File: src/core/slx_map.vh
// slx_map.vh: constants for the skip, lookup, zero-test and xor execution block
// assumes: included by bare name from the core files
`ifndef SLX_MAP_VH
`define SLX_MAP_VH
// ----------------------------------------
// operation codes on op_code
// ----------------------------------------
`define SLX_OP_NONE 4'h0
`define SLX_OP_SKIP_BIT_CLEAR 4'h1
`define SLX_OP_SKIP_BIT_SET 4'h2
`define SLX_OP_LOAD_ACC_SKIP_ZERO 4'h3
`define SLX_OP_SELF_MOVE_SKIP_ZERO 4'h4
`define SLX_OP_INC_TO_ACC_SKIP_ZERO 4'h5
`define SLX_OP_INC_IN_PLACE_SKIP_ZERO 4'h6
`define SLX_OP_DEC_TO_ACC_SKIP_ZERO 4'h7
`define SLX_OP_DEC_IN_PLACE_SKIP_ZERO 4'h8
`define SLX_OP_LOOKUP_TO_REG 4'h9
`define SLX_OP_LOOKUP_TO_ACCUMULATOR 4'ha
`define SLX_OP_ZERO_TEST 4'hb
`define SLX_OP_XOR_IMMEDIATE_ACC 4'hc
`define SLX_OP_XOR_REG_TO_ACC 4'hd
`define SLX_OP_XOR_REG_IN_PLACE 4'he
// ----------------------------------------
// apb register offsets (byte addresses)
// ----------------------------------------
`define SLX_ADDR_ACC 12'h000
`define SLX_ADDR_STATUS 12'h004
`define SLX_ADDR_PTR_HIGH 12'h008
`define SLX_ADDR_PTR_LOW 12'h00c
`define SLX_ADDR_RESULT_HIGH 12'h010
// ----------------------------------------
// fields and reset values
// ----------------------------------------
`define SLX_STATUS_ZERO_BIT 0
`define SLX_STATUS_BUSY_BIT 1
`define SLX_STATUS_SKIP_BIT 2
`define SLX_RST_ACC 8'h00
`define SLX_RST_PTR 8'h00
`define SLX_WORD_LOW_BITS 8
`define SLX_LOOKUP_CYCLES 2
`endif

File: src/core/slx_alu.v
// slx_alu.v: combinational datapath for the skip, zero-test and xor operations
// assumes: operands arrive settled within the same clk_sys cycle
`timescale 1ns/1ns
`include "slx_map.vh"
module slx_alu
(
	input wire [3:0] op_code,
	input wire [7:0] reg_value,
	input wire [7:0] imm_value,
	input wire [2:0] bit_sel,
	input wire [7:0] acc_value,
	output reg [7:0] result,
	output reg to_acc,
	output reg to_reg,
	output reg skip,
	output reg zero_update,
	output reg known
);
	wire [7:0] inc_value;
	wire [7:0] dec_value;
	wire sel_bit;
	assign inc_value = reg_value + 8'h01;
	assign dec_value = reg_value - 8'h01;
	assign sel_bit = reg_value[bit_sel];
	// decode of result, destination, skip and flag effect
	always @*
	begin
		result = 8'h00;
		to_acc = 1'b0;
		to_reg = 1'b0;
		skip = 1'b0;
		zero_update = 1'b0;
		known = 1'b1;
		case (op_code)
			`SLX_OP_SKIP_BIT_CLEAR:
			begin
				skip = ~sel_bit;
			end
			`SLX_OP_SKIP_BIT_SET:
			begin
				skip = sel_bit;
			end
			`SLX_OP_LOAD_ACC_SKIP_ZERO:
			begin
				result = reg_value;
				to_acc = 1'b1;
				skip = (reg_value == 8'h00);
			end
			`SLX_OP_SELF_MOVE_SKIP_ZERO:
			begin
				result = reg_value;
				to_reg = 1'b1;
				skip = (reg_value == 8'h00);
			end
			`SLX_OP_INC_TO_ACC_SKIP_ZERO:
			begin
				result = inc_value;
				to_acc = 1'b1;
				skip = (inc_value == 8'h00);
			end
			`SLX_OP_INC_IN_PLACE_SKIP_ZERO:
			begin
				result = inc_value;
				to_reg = 1'b1;
				skip = (inc_value == 8'h00);
			end
			`SLX_OP_DEC_TO_ACC_SKIP_ZERO:
			begin
				result = dec_value;
				to_acc = 1'b1;
				skip = (dec_value == 8'h00);
			end
			`SLX_OP_DEC_IN_PLACE_SKIP_ZERO:
			begin
				result = dec_value;
				to_reg = 1'b1;
				skip = (dec_value == 8'h00);
			end
			`SLX_OP_ZERO_TEST:
			begin
				result = reg_value;
				to_reg = 1'b1;
				zero_update = 1'b1;
			end
			`SLX_OP_XOR_IMMEDIATE_ACC:
			begin
				result = imm_value ^ acc_value;
				to_acc = 1'b1;
				zero_update = 1'b1;
			end
			`SLX_OP_XOR_REG_TO_ACC:
			begin
				result = reg_value ^ acc_value;
				to_acc = 1'b1;
				zero_update = 1'b1;
			end
			`SLX_OP_XOR_REG_IN_PLACE:
			begin
				result = reg_value ^ acc_value;
				to_reg = 1'b1;
				zero_update = 1'b1;
			end
			default:
			begin
				known = 1'b0;
			end
		endcase
	end
endmodule

File: src/core/slx_apb.v
// slx_apb.v: apb slave for the accumulator, status and lookup registers
// assumes: apb master on clk_sys; zero wait states; unmapped reads give zero with pslverr
`timescale 1ns/1ns
`include "slx_map.vh"
module slx_apb
(
	input wire clk_sys,
	input wire rst,
	input wire psel,
	input wire penable,
	input wire pwrite,
	input wire [11:0] paddr,
	input wire [31:0] pwdata,
	input wire [7:0] acc_value,
	input wire zero_flag,
	input wire busy,
	input wire last_skip,
	input wire [7:0] ptr_high,
	input wire [7:0] ptr_low,
	input wire [7:0] result_high,
	output wire pready,
	output reg [31:0] prdata,
	output wire pslverr,
	output wire wr_acc,
	output wire wr_status,
	output wire wr_ptr_high,
	output wire wr_ptr_low,
	output wire [7:0] wr_data
);
	wire access;
	wire mapped;
	reg [31:0] next_prdata;
	assign access = psel & penable;
	assign mapped = (paddr == `SLX_ADDR_ACC) | (paddr == `SLX_ADDR_STATUS) |
		(paddr == `SLX_ADDR_PTR_HIGH) | (paddr == `SLX_ADDR_PTR_LOW) | (paddr == `SLX_ADDR_RESULT_HIGH);
	assign pready = 1'b1;
	assign pslverr = access & ~mapped;
	assign wr_data = pwdata[7:0];
	// write strobes, one cycle at the access phase
	assign wr_acc = access & pwrite & (paddr == `SLX_ADDR_ACC);
	assign wr_status = access & pwrite & (paddr == `SLX_ADDR_STATUS);
	assign wr_ptr_high = access & pwrite & (paddr == `SLX_ADDR_PTR_HIGH);
	assign wr_ptr_low = access & pwrite & (paddr == `SLX_ADDR_PTR_LOW);
	// read mux, registered at the setup phase so data stands in the access phase
	always @*
	begin
		next_prdata = 32'h00000000;
		case (paddr)
			`SLX_ADDR_ACC: next_prdata = {24'h000000, acc_value};
			`SLX_ADDR_STATUS: next_prdata = {29'h00000000, last_skip, busy, zero_flag};
			`SLX_ADDR_PTR_HIGH: next_prdata = {24'h000000, ptr_high};
			`SLX_ADDR_PTR_LOW: next_prdata = {24'h000000, ptr_low};
			`SLX_ADDR_RESULT_HIGH: next_prdata = {24'h000000, result_high};
			default: next_prdata = 32'h00000000;
		endcase
	end
	always @(posedge clk_sys or posedge rst)
	begin
		if (rst)
			prdata <= 32'h00000000;
		else if (psel & ~penable & ~pwrite)
			prdata <= next_prdata;
	end
endmodule

File: src/core/slx_core.v
// slx_core.v: execution of skip, table lookup, zero-test and xor instructions
// assumes: a sequencer presents one instruction per op_valid pulse and waits for op_ready;
// the data register file answers reads combinationally; program memory answers in the pm_rd cycle
//
// The implementer's own choices: register access over APB and the register offsets.
`timescale 1ns/1ns
`include "slx_map.vh"
module slx_core
(
	input wire clk_sys,
	input wire rst,
	input wire psel,
	input wire penable,
	input wire pwrite,
	input wire [11:0] paddr,
	input wire [31:0] pwdata,
	output wire pready,
	output wire [31:0] prdata,
	output wire pslverr,
	input wire op_valid,
	input wire [3:0] op_code,
	input wire [2:0] op_bit,
	input wire [7:0] op_imm,
	output wire op_ready,
	output reg op_done,
	output reg op_skip,
	output reg op_error,
	input wire [7:0] reg_rdata,
	output reg reg_we,
	output reg [7:0] reg_wdata,
	output reg [10:0] pm_addr,
	output reg pm_rd,
	input wire [15:0] pm_rdata
);
	// ----------------------------------------
	// state
	// ----------------------------------------
	localparam ST_IDLE = 2'd0;
	localparam ST_TABLE = 2'd1;
	localparam ST_DISCARD = 2'd2;
	reg [1:0] state;
	reg [1:0] next_state;
	reg [7:0] accumulator;
	reg zero_flag;
	reg [7:0] lookup_pointer_high;
	reg [7:0] lookup_pointer_low;
	reg [7:0] lookup_result_high;
	reg lookup_to_acc;
	reg last_skip;
	wire [7:0] alu_result;
	wire alu_to_acc;
	wire alu_to_reg;
	wire alu_skip;
	wire alu_zero_update;
	wire alu_known;
	wire wr_acc;
	wire wr_status;
	wire wr_ptr_high;
	wire wr_ptr_low;
	wire [7:0] wr_data;
	wire take;
	wire is_lookup;
	wire [15:0] lookup_addr_full;
	assign op_ready = (state == ST_IDLE);
	assign take = op_valid & op_ready;
	assign is_lookup = (op_code == `SLX_OP_LOOKUP_TO_REG) | (op_code == `SLX_OP_LOOKUP_TO_ACCUMULATOR);
	// pointer high gives upper address bits, pointer low the lower byte
	assign lookup_addr_full = {lookup_pointer_high, lookup_pointer_low};

	// ----------------------------------------
	// datapath and register bus
	// ----------------------------------------
	slx_alu u_alu
	(
		.op_code(op_code),
		.reg_value(reg_rdata),
		.imm_value(op_imm),
		.bit_sel(op_bit),
		.acc_value(accumulator),
		.result(alu_result),
		.to_acc(alu_to_acc),
		.to_reg(alu_to_reg),
		.skip(alu_skip),
		.zero_update(alu_zero_update),
		.known(alu_known)
	);

	slx_apb u_apb
	(
		.clk_sys(clk_sys),
		.rst(rst),
		.psel(psel),
		.penable(penable),
		.pwrite(pwrite),
		.paddr(paddr),
		.pwdata(pwdata),
		.acc_value(accumulator),
		.zero_flag(zero_flag),
		.busy(~op_ready),
		.last_skip(last_skip),
		.ptr_high(lookup_pointer_high),
		.ptr_low(lookup_pointer_low),
		.result_high(lookup_result_high),
		.pready(pready),
		.prdata(prdata),
		.pslverr(pslverr),
		.wr_acc(wr_acc),
		.wr_status(wr_status),
		.wr_ptr_high(wr_ptr_high),
		.wr_ptr_low(wr_ptr_low),
		.wr_data(wr_data)
	);

	// ----------------------------------------
	// sequencing
	// ----------------------------------------
	// a skip holds one extra cycle in which the following instruction is dropped
	always @*
	begin
		next_state = state;
		case (state)
			ST_IDLE:
			begin
				if (take & is_lookup)
					next_state = ST_TABLE;
				else if (take & alu_known & alu_skip)
					next_state = ST_DISCARD;
			end
			ST_TABLE: next_state = ST_IDLE;
			ST_DISCARD: next_state = ST_IDLE;
			default: next_state = ST_IDLE;
		endcase
	end

	always @(posedge clk_sys or posedge rst)
	begin
		if (rst)
			state <= ST_IDLE;
		else
			state <= next_state;
	end

	// accumulator, zero flag, pointers and lookup result
	always @(posedge clk_sys or posedge rst)
	begin
		if (rst)
		begin
			accumulator <= `SLX_RST_ACC;
			zero_flag <= 1'b0;
			lookup_pointer_high <= `SLX_RST_PTR;
			lookup_pointer_low <= `SLX_RST_PTR;
			lookup_result_high <= 8'h00;
			lookup_to_acc <= 1'b0;
			last_skip <= 1'b0;
		end
		else
		begin
			if (wr_ptr_high)
				lookup_pointer_high <= wr_data;
			if (wr_ptr_low)
				lookup_pointer_low <= wr_data;
			if (wr_acc)
				accumulator <= wr_data;
			if (wr_status)
				zero_flag <= wr_data[`SLX_STATUS_ZERO_BIT];
			if (take & is_lookup)
				lookup_to_acc <= (op_code == `SLX_OP_LOOKUP_TO_ACCUMULATOR);
			if (take & alu_known & ~is_lookup)
			begin
				last_skip <= alu_skip;
				if (alu_to_acc)
					accumulator <= alu_result;
				if (alu_zero_update)
					zero_flag <= (alu_result == 8'h00);
			end
			if (state == ST_TABLE)
			begin
				lookup_result_high <= pm_rdata[15:`SLX_WORD_LOW_BITS];
				if (lookup_to_acc)
					accumulator <= pm_rdata[7:0];
			end
		end
	end

	// register file write, program memory read and completion outputs
	always @(posedge clk_sys or posedge rst)
	begin
		if (rst)
		begin
			reg_we <= 1'b0;
			reg_wdata <= 8'h00;
			pm_addr <= 11'h000;
			pm_rd <= 1'b0;
			op_done <= 1'b0;
			op_skip <= 1'b0;
			op_error <= 1'b0;
		end
		else
		begin
			reg_we <= 1'b0;
			pm_rd <= 1'b0;
			op_done <= 1'b0;
			op_skip <= 1'b0;
			op_error <= 1'b0;
			if (take & is_lookup)
			begin
				pm_addr <= lookup_addr_full[10:0];
				pm_rd <= 1'b1;
			end
			else if (take & alu_known)
			begin
				// register writes go out the cycle after the take
				reg_we <= alu_to_reg;
				reg_wdata <= alu_result;
				if (~alu_skip)
					op_done <= 1'b1;
			end
			else if (take)
			begin
				op_error <= 1'b1; // unknown code: ignored, no effect
				op_done <= 1'b1;
			end
			if (state == ST_TABLE)
			begin
				reg_we <= ~lookup_to_acc;
				reg_wdata <= pm_rdata[7:0];
				op_done <= 1'b1;
			end
			if (state == ST_DISCARD)
			begin
				op_done <= 1'b1; // second cycle: next instruction is dropped
				op_skip <= 1'b1;
			end
		end
	end
endmodule

File: config.mk
export PLATFORM = sky130hd
export DESIGN_NAME = slx_core
export DESIGN_NICKNAME = d
export VERILOG_FILES = /design/src/core/slx_alu.v /design/src/core/slx_apb.v /design/src/core/slx_core.v
export VERILOG_INCLUDE_DIRS = /design/src /design/src/core
export SDC_FILE = /design/constraint.sdc
export NUM_CORES = 1
export LEC_CHECK = 0
export ABC_AREA = 1
export CORE_MARGIN = 5
export CORE_UTILIZATION = 50
export CTS_BUF_LIST = sky130_fd_sc_hd__clkbuf_8
export DETAILED_ROUTE_END_ITERATION = 10
export DONT_BUFFER_PORTS = 1
export PLACE_DENSITY = 0.71
export SLEW_MARGIN = 10
export SYNTH_ARGS = -nofsm -noshare
export SYNTH_HDL_FRONTEND = slang
export SYNTH_SLANG_ARGS = --single-unit
File: constraint.sdc
create_clock -name clk_sys -period 2.3 [get_ports clk_sys]
set_input_delay 0.115 -clock clk_sys [delete_from_list [all_inputs] [get_ports clk_sys]]
set_output_delay 0.115 -clock clk_sys [all_outputs]
set_load 0.02 [all_outputs]
==> metrics.md, run 1 <==
| Metric | Value |
|---|---|
| Final setup TNS | `0 ns` |
| Starting DRC count in detailed routing | `approximately 260` |
| Largest net degree at the start of global routing | `70` |
| N_diodes | `0` |
| Routed wire length | `13.1 mm` |
| Ys async rst share | `100%` |
| Final core utilization | `55.3%` |
| Area leader, netlist | `dfrtp_1` |
| Kind of critical path | `reg -> reg` |
| Finished Layout Cells | `790` |
| Drt pass-1 iters | `5` |
| Setup violators final | `0` |
| Syn Area/Cell | `7.02 µm²` |
| Critical Path End Type | `register` |
| # IOs | `148` |
| Commonest non-fill, non-tap cell in the layout | `nand2_1` |
| Worst endpoint required time | `2.54 ns` |
| Cell area power density | `669 nW/µm²` |
| Area of the mapped netlist | `4570 µm²` |
| Worst-path fanout max | `18` |
| Final Hold Fails | `0` |
| Min Hold Slack | `0.00727 ns` |
| CTS root buf | `clkbuf_8` |
| Gr usage total | `23.5%` |
| Sequential fraction of the synthesis area | `37.7%` |
| Startpoint Class | `register` |
| Worst hold stages | `2` |
| CORE AREA | `9060 µm²` |
| Share of layout cells above drive strength 1 | `9.43%` |
| HPWL Detailed | `10.0 mm` |
| Flop and latch count out of synthesis | `69` |
| RD Place Congestion | `0.915` |
| Synth unique cells | `42` |
| Main area contributors after synthesis | `dfrtp_1 38%, nand2_1 18%, inv_1 5.3%` |
| Reg power frac | `between 40 and 50%` |
| Post-synth top area share | `37.7%` |
| Width of the die | `around 110 µm` |
| Max Cap Viol | `0` |
| Crit path largest cell delay | `0.38 ns` |
| Synthesis warning total | `0` |
| Peak VDD IR | `between 0.3 and 0.4 mV` |
| # nets final | `767` |
| Dpl cells | `755` |
| Latest clock arrival within the worst-skew pair | `0.35 ns` |
| Routed Antenna Nets | `0` |
| Final Skew | `between 0.015 and 0.02 ns` |
| Status | `completed` |
| Switching Fraction | `between 30 and 40%` |
| Die footprint | `11200 µm²` |
| Unrepaired setup endpoints after global routing | `false` |
| Tightest Pin Transition | `0.878 ns` |
| Sw power | `1100 µW` |
| Top_reg_cell synth | `dfrtp_1` |
| Clock-pin slew on the worst setup and hold paths | `about 0.080 ns` |
| P_leak | `0.00256 µW` |
| Starting Density | `a little over 50%` |
| Reg2Reg Depth | `7` |
| Fin. max-slew vios | `0` |
| Remaining global-route overflow | `0` |
| Tcrit/Tclk final | `73.1%` |
| Post-CTS Resized | `0` |
| Vias in the first global route | `4267` |
| Type of the most critical hold path | `in -> reg` |
| FF/Latch Area | `approximately 1700 µm²` |
| Final Critical Period | `1.68 ns` |
| Layout area overhead | `9.60%` |
| Post-Syn Instances | `652` |
| Number of synthesized flops with an enable pin | `0` |
| Crit path cell chain | `inv_1, nor2_1, buf_4, nand2_1, clkinv_1, nand2_1, o21ai_1` |
| Critical path's slowest cell | `dfrtp_1` |
| Most used cell along the critical path | `nand2_1` |
| First-pass GRT wire length | `approximately 21 mm` |
| Via-per-instance ratio | `5.50` |
| Port bufs | `0` |
| Residual DRC | `0` |
| Vias | `4348` |
| Total CTS buffers | `9` |
| Number of fill cells | `900` |
| Clock share of power | `34.2%` |
| Die Y | `106 µm` |
| Clock sink count | `69` |
| Most frequent cells in the layout | `216 x nand2_1, 69 x dfrtp_1, 63 x inv_1` |
| TritonCTS clock tree | `yes` |
| Fmax | `about 590 MHz` |
| Multi-input logic area | `2400 µm²` |
| Average wire per standard cell | `16.6 µm` |
| Comb power frac | `20.2%` |
| Htree depth | `3` |
| CP arrival | `1.92 ns` |
| Row count | `35` |
| Antenna violations before repair | `0` |
| Max Root-Sink Buffers | `2` |
| Internal power | `2260 µW` |
| Slew HR | `41.5%` |
## cells by family after synthesis
kind of cell | count (synthesis) | share of synthesized area, %
AND/OR/NAND/NOR | 362 | 35.5
buffers and inverters | 111 | 11.7
AO/OA/AOI/OAI | 102 | 13.4
flip-flops | 69 | 37.7
adder cells (fa/ha/maj) | 4 | 1.09
XOR/XNOR | 2 | 0.383
other | 2 | 0.164
## per-stage QoR
stage                     instance area (µm²)  total power (µW)  setup WS [ns]
after floorplan                          4660              2050          0.445
after global placement                   4590              2160          0.570
after detailed placement                 4590              2190          0.548
after CTS                                5010              3360          0.605
after global routing                     5010              3530          0.393
final                                    5010              3360          0.618
## worst max-delay path: cells and delay by family (launching register included)
| kind | cells | cell delay, ns |
|---|---|---|
| compound gates | 1 | 0.08 |
| buf+inv | 3 | 0.65 |
| flops | 1 | 0.38 |
| simple gates | 3 | 0.46 |
## cell usage after synthesis (3+ instances only)
library cell,n
nor2_4,3
nor2_2,3
nor2_1,55
dfrtp_1,69
a21oi_1,11
buf_4,26
o211ai_1,13
o22ai_1,3
clkbuf_1,4
inv_1,64
o21ai_2,3
o2111ai_1,4
inv_2,7
nand2_2,8
o21ai_1,26
nand4_1,9
nand2_1,216
ha_1,4
buf_2,4
o211ai_2,3
nand3_1,43
o21ai_0,35
nor3_1,12
## timing repair
action,in CTS,in global routing
hold buffers,19,0
hold endpoints to repair,91,0
buffers inserted,0,0
## registers in the layout (all words and copies together), names as in the netlist, 2 cells and up
name	flops
pm_addr	11
accumulator	8
lookup_pointer_high	8
lookup_pointer_low	8
lookup_result_high	8
reg_wdata	8
u_apb.prdata	8
state	2
## power by group through the flow
stage,Combinational (µW),Sequential [µW],Clock (µW)
final,679,1530,1150
after detailed placement,636,1550,0
after global routing,764,1550,1220
after global placement,614,1550,0
after CTS,671,1530,1160
after floorplan,537,1510,0
## routing by layer
metal,share of wire (%),vias to the layer above,global-route usage (%)
li1,-,2106,-
met4,3.0,0,8.97
met5,0,-,0
met2,48,209,38.4
met3,8.9,30,6.86
met1,40,2003,29.2
## area by class of cell
cell class / instances / share of cell area, %
Sequential cell: 69 / 34.4
Clock buffer: 11 / 3.02
Inverter: 74 / 5.59
Multi-Input combinational cell: 495 / 47.8
Timing Repair Buffer: 25 / 4.69
Tap cell: 111 / 2.77
Clock inverter: 5 / 1.65
## worst paths after layout
check | start | slack, ns | endpoint
worst min-delay path | pwdata[4] | 0.007 | lookup_pointer_low[4]
worst max register to register | state[0] | 0.62 | accumulator[7]
min in group asynchronous | rst | 0.48 | u_apb.prdata[4]
max in group asynchronous | rst | 1.23 | op_skip
worst min register to register | state[0] | 0.47 | op_skip
worst max-delay path | state[0] | 0.62 | accumulator[7]
No activity file was read; power rests on OpenSTA's default activity.
==> run 2, diff against run 1 <==
==> constraint.sdc (replaced) <==
create_clock -name clk_sys -period 1.7 [get_ports clk_sys]
set_input_delay 0.085 -clock clk_sys [delete_from_list [all_inputs] [get_ports clk_sys]]
set_output_delay 0.085 -clock clk_sys [all_outputs]
set_load 0.02 [all_outputs]
==> run 2 against run 1 <==
Compared with the run above:
- critical endpoint is now accumulator[3]
- sequential share of layout area fell by 1.1 points
- register-to-register slack got worse by 0.47 ns
- largest power group unchanged
- final area increased by 3.4%
- die area unchanged
- final cell count grew 2.2%
- core utilization increased by 1.9 points
- critical path type unchanged
- clock power grew 39%
- critical path depth is 1 higher
- clock-buffer cell count fell by 2
- sequential cell count stayed put
==> metrics.md, run 2 (synthesis gave the netlist of run 1 again) <==
| Metric | Value |
|---|---|
| CP arrival | `1.78 ns (was 1.92 ns)` |
| Hold Path Sink | `lookup_pointer_high[2] (was lookup_pointer_low[4])` |
| Final Critical Period | `1.55 ns (was 1.68 ns)` |
| Gr usage total | `23.6% (was 23.5%)` |
| Latest clock arrival within the worst-skew pair | `0.34 ns (was 0.35 ns)` |
| Port bufs | `0 (unchanged)` |
| Total CTS buffers | `9 (unchanged)` |
| Htree depth | `3 (unchanged)` |
| Share of layout cells above drive strength 1 | `10.9% (was 9.43%)` |
| CTS root buf | `clkbuf_8 (unchanged)` |
| Worst endpoint required time | `1.93 ns (was 2.54 ns)` |
| FF-to-FF End | `accumulator[3] (was accumulator[7])` |
| # nets final | `785 (was 767)` |
| CORE AREA | `9060 µm² (unchanged)` |
| Most flop-heavy register | `pm_addr (unchanged)` |
| Reg2Reg Depth | `8 (was 7)` |
| Unrepaired setup endpoints after global routing | `false (unchanged)` |
| Tightest Pin Transition | `0.557 ns (was 0.878 ns)` |
| # IOs | `148 (unchanged)` |
| Antenna violations before repair | `0 (unchanged)` |
| Die footprint | `11200 µm² (unchanged)` |
| Routed wire length | `13.0 mm (was 13.1 mm)` |
| Remaining global-route overflow | `0 (unchanged)` |
| Average wire per standard cell | `16.1 µm (was 16.6 µm)` |
| Critical Path End Type | `register (unchanged)` |
| Drt pass-1 iters | `5 (unchanged)` |
| Clock sink count | `69 (unchanged)` |
| Largest net degree at the start of global routing | `46 (was 70)` |
| Max Cap Viol | `0 (unchanged)` |
| R2R Setup Slk | `0.15 ns (was 0.62 ns)` |
| Clock-pin slew on the worst setup and hold paths | `0.08 ns (about the same)` |
| Final Hold Fails | `0 (unchanged)` |
| Startpoint Class | `register (unchanged)` |
| Finished Layout Cells | `807 (was 790)` |
| N_diodes | `0 (unchanged)` |
| Residual DRC | `0 (unchanged)` |
| Kind of critical path | `reg -> reg (unchanged)` |
| Row count | `35 (unchanged)` |
| Vias | `4331 (was 4348)` |
| Worst hold stages | `2 (unchanged)` |
| Final Skew | `0.0112 ns (was 0.0175 ns)` |
| Starting DRC count in detailed routing | `302 (was 258)` |
| Routed Antenna Nets | `0 (unchanged)` |
| RD Place Congestion | `0.916 (was 0.915)` |
| Width of the die | `106 µm (unchanged)` |
| Final setup TNS | `0 ns (unchanged)` |
| HPWL Detailed | `10.0 mm (about the same)` |
| Die Y | `106 µm (unchanged)` |
| TritonCTS clock tree | `yes (unchanged)` |
| Reg2reg start | `state[0] (unchanged)` |
| Slew HR | `62.8% (was 41.5%)` |
| Most frequent cells in the layout | `216 x nand2_1, 69 x dfrtp_1, 63 x inv_1 (unchanged)` |
| Cell area power density | `887 nW/µm² (was 669 nW/µm²)` |
| First-pass GRT wire length | `21.3 mm (was 21.1 mm)` |
| Max Root-Sink Buffers | `2 (unchanged)` |
| Vias in the first global route | `4206 (was 4267)` |
| Peak VDD IR | `0.442 mV (was 0.315 mV)` |
| Fmax | `646 MHz (was 595 MHz)` |
| Worst-path fanout max | `15 (was 18)` |
| Max FFs per register | `11 (unchanged)` |
| Type of the most critical hold path | `in -> reg (unchanged)` |
| Setup violators final | `0 (unchanged)` |
| Starting Density | `50.5% (unchanged)` |
| Commonest non-fill, non-tap cell in the layout | `nand2_1 (unchanged)` |
| Hold_sp | `pwdata[2] (was pwdata[4])` |
| Tcrit/Tclk final | `91.0% (was 73.1%)` |
| Via-per-instance ratio | `5.37 (was 5.50)` |
| Status | `completed (unchanged)` |
| Layout area overhead | `13.3% (was 9.60%)` |
| Dpl cells | `765 (was 755)` |
| P_leak | `0.00263 µW (was 0.00256 µW)` |
| Fin. max-slew vios | `0 (unchanged)` |
==> run 2: metal layers <==
| layer | global-route usage (%) | vias up | wire length [µm] |
|---|---|---|---|
| li1 | - | 2146 | - |
| met3 | 5.51 | 17 | 1100 |
| met1 | 30.9 | 1990 | 5490 |
| met2 | 39.5 | 178 | 6200 |
| met5 | 0 | - | 0 |
| met4 | 5.64 | 0 | 182 |
==> run 2: how the worst max path moves through the flow <==
stage              from             end  slack (ns)  cells past startpoint
4_1_cts        state[0]    reg_wdata[0]        0.15                      9
3_3_place_gp   state[0]    reg_wdata[0]        0.21                      9
6_report       state[0]  accumulator[3]        0.15                      8
3_5_place_dp   paddr[2]  accumulator[3]        0.18                      7
5_1_grt        state[1]  accumulator[0]        0.01                      8
2_1_floorplan  paddr[9]         pslverr        0.21                      6
==> run 2: worst max-delay path, stage by stage, from the launching register on <==
cell and delay (ns):
dfrtp_1 0.39, inv_1 0.07, nand2_1 0.07, nor2_1 0.16, buf_4 0.16, nand3b_4 0.19
buf_4 0.21, nor2_1 0.10, o21ai_1 0.07
==> run 2: what timing repair did <==
item,in CTS,in global routing
setup buffers,0,3
hold buffers,24,0
endpoints found under the setup margin,0,2
hold endpoints to repair,59,0
gates resized for setup,0,1
==> run 2: cell type report <==
| cell class | count | area (µm²) |
|---|---|---|
| Inverter | 74 | 284 |
| Clock buffer | 9 | 124 |
| Clock inverter | 6 | 113 |
| Sequential cell | 69 | 1730 |
| Tap cell | 111 | 139 |
| Timing Repair Buffer | 43 | 395 |
| Multi-Input combinational cell | 495 | 2400 |
| Fill cell | 882 | 3880 |
==> run 2: per-stage QoR <==
step | power [µW] | util (%) | worst slack, ns | hold slack, ns | instance area [µm²]
after floorplan | 2770 | - | 0.210 | 0.202 | 4670
after global placement | 2930 | 51.6 | 0.212 | 0.0253 | 4680
after detailed placement | 2960 | 51.6 | 0.178 | 0.0349 | 4680
after CTS | 4620 | 56.9 | 0.153 | 0.00164 | 5160
after global routing | 4850 | 57.2 | 0.00976 | 0.0167 | 5180
final | 4600 | 57.2 | 0.153 | 0.0131 | 5180
==> run 2: power breakdown <==
group	switching [µW]	internal (µW)	leakage, µW
Clock	637	966	0.000108
Combinational	596	335	0.00162
Sequential	232	1830	0.000905
Total	1470	3130	0.00263
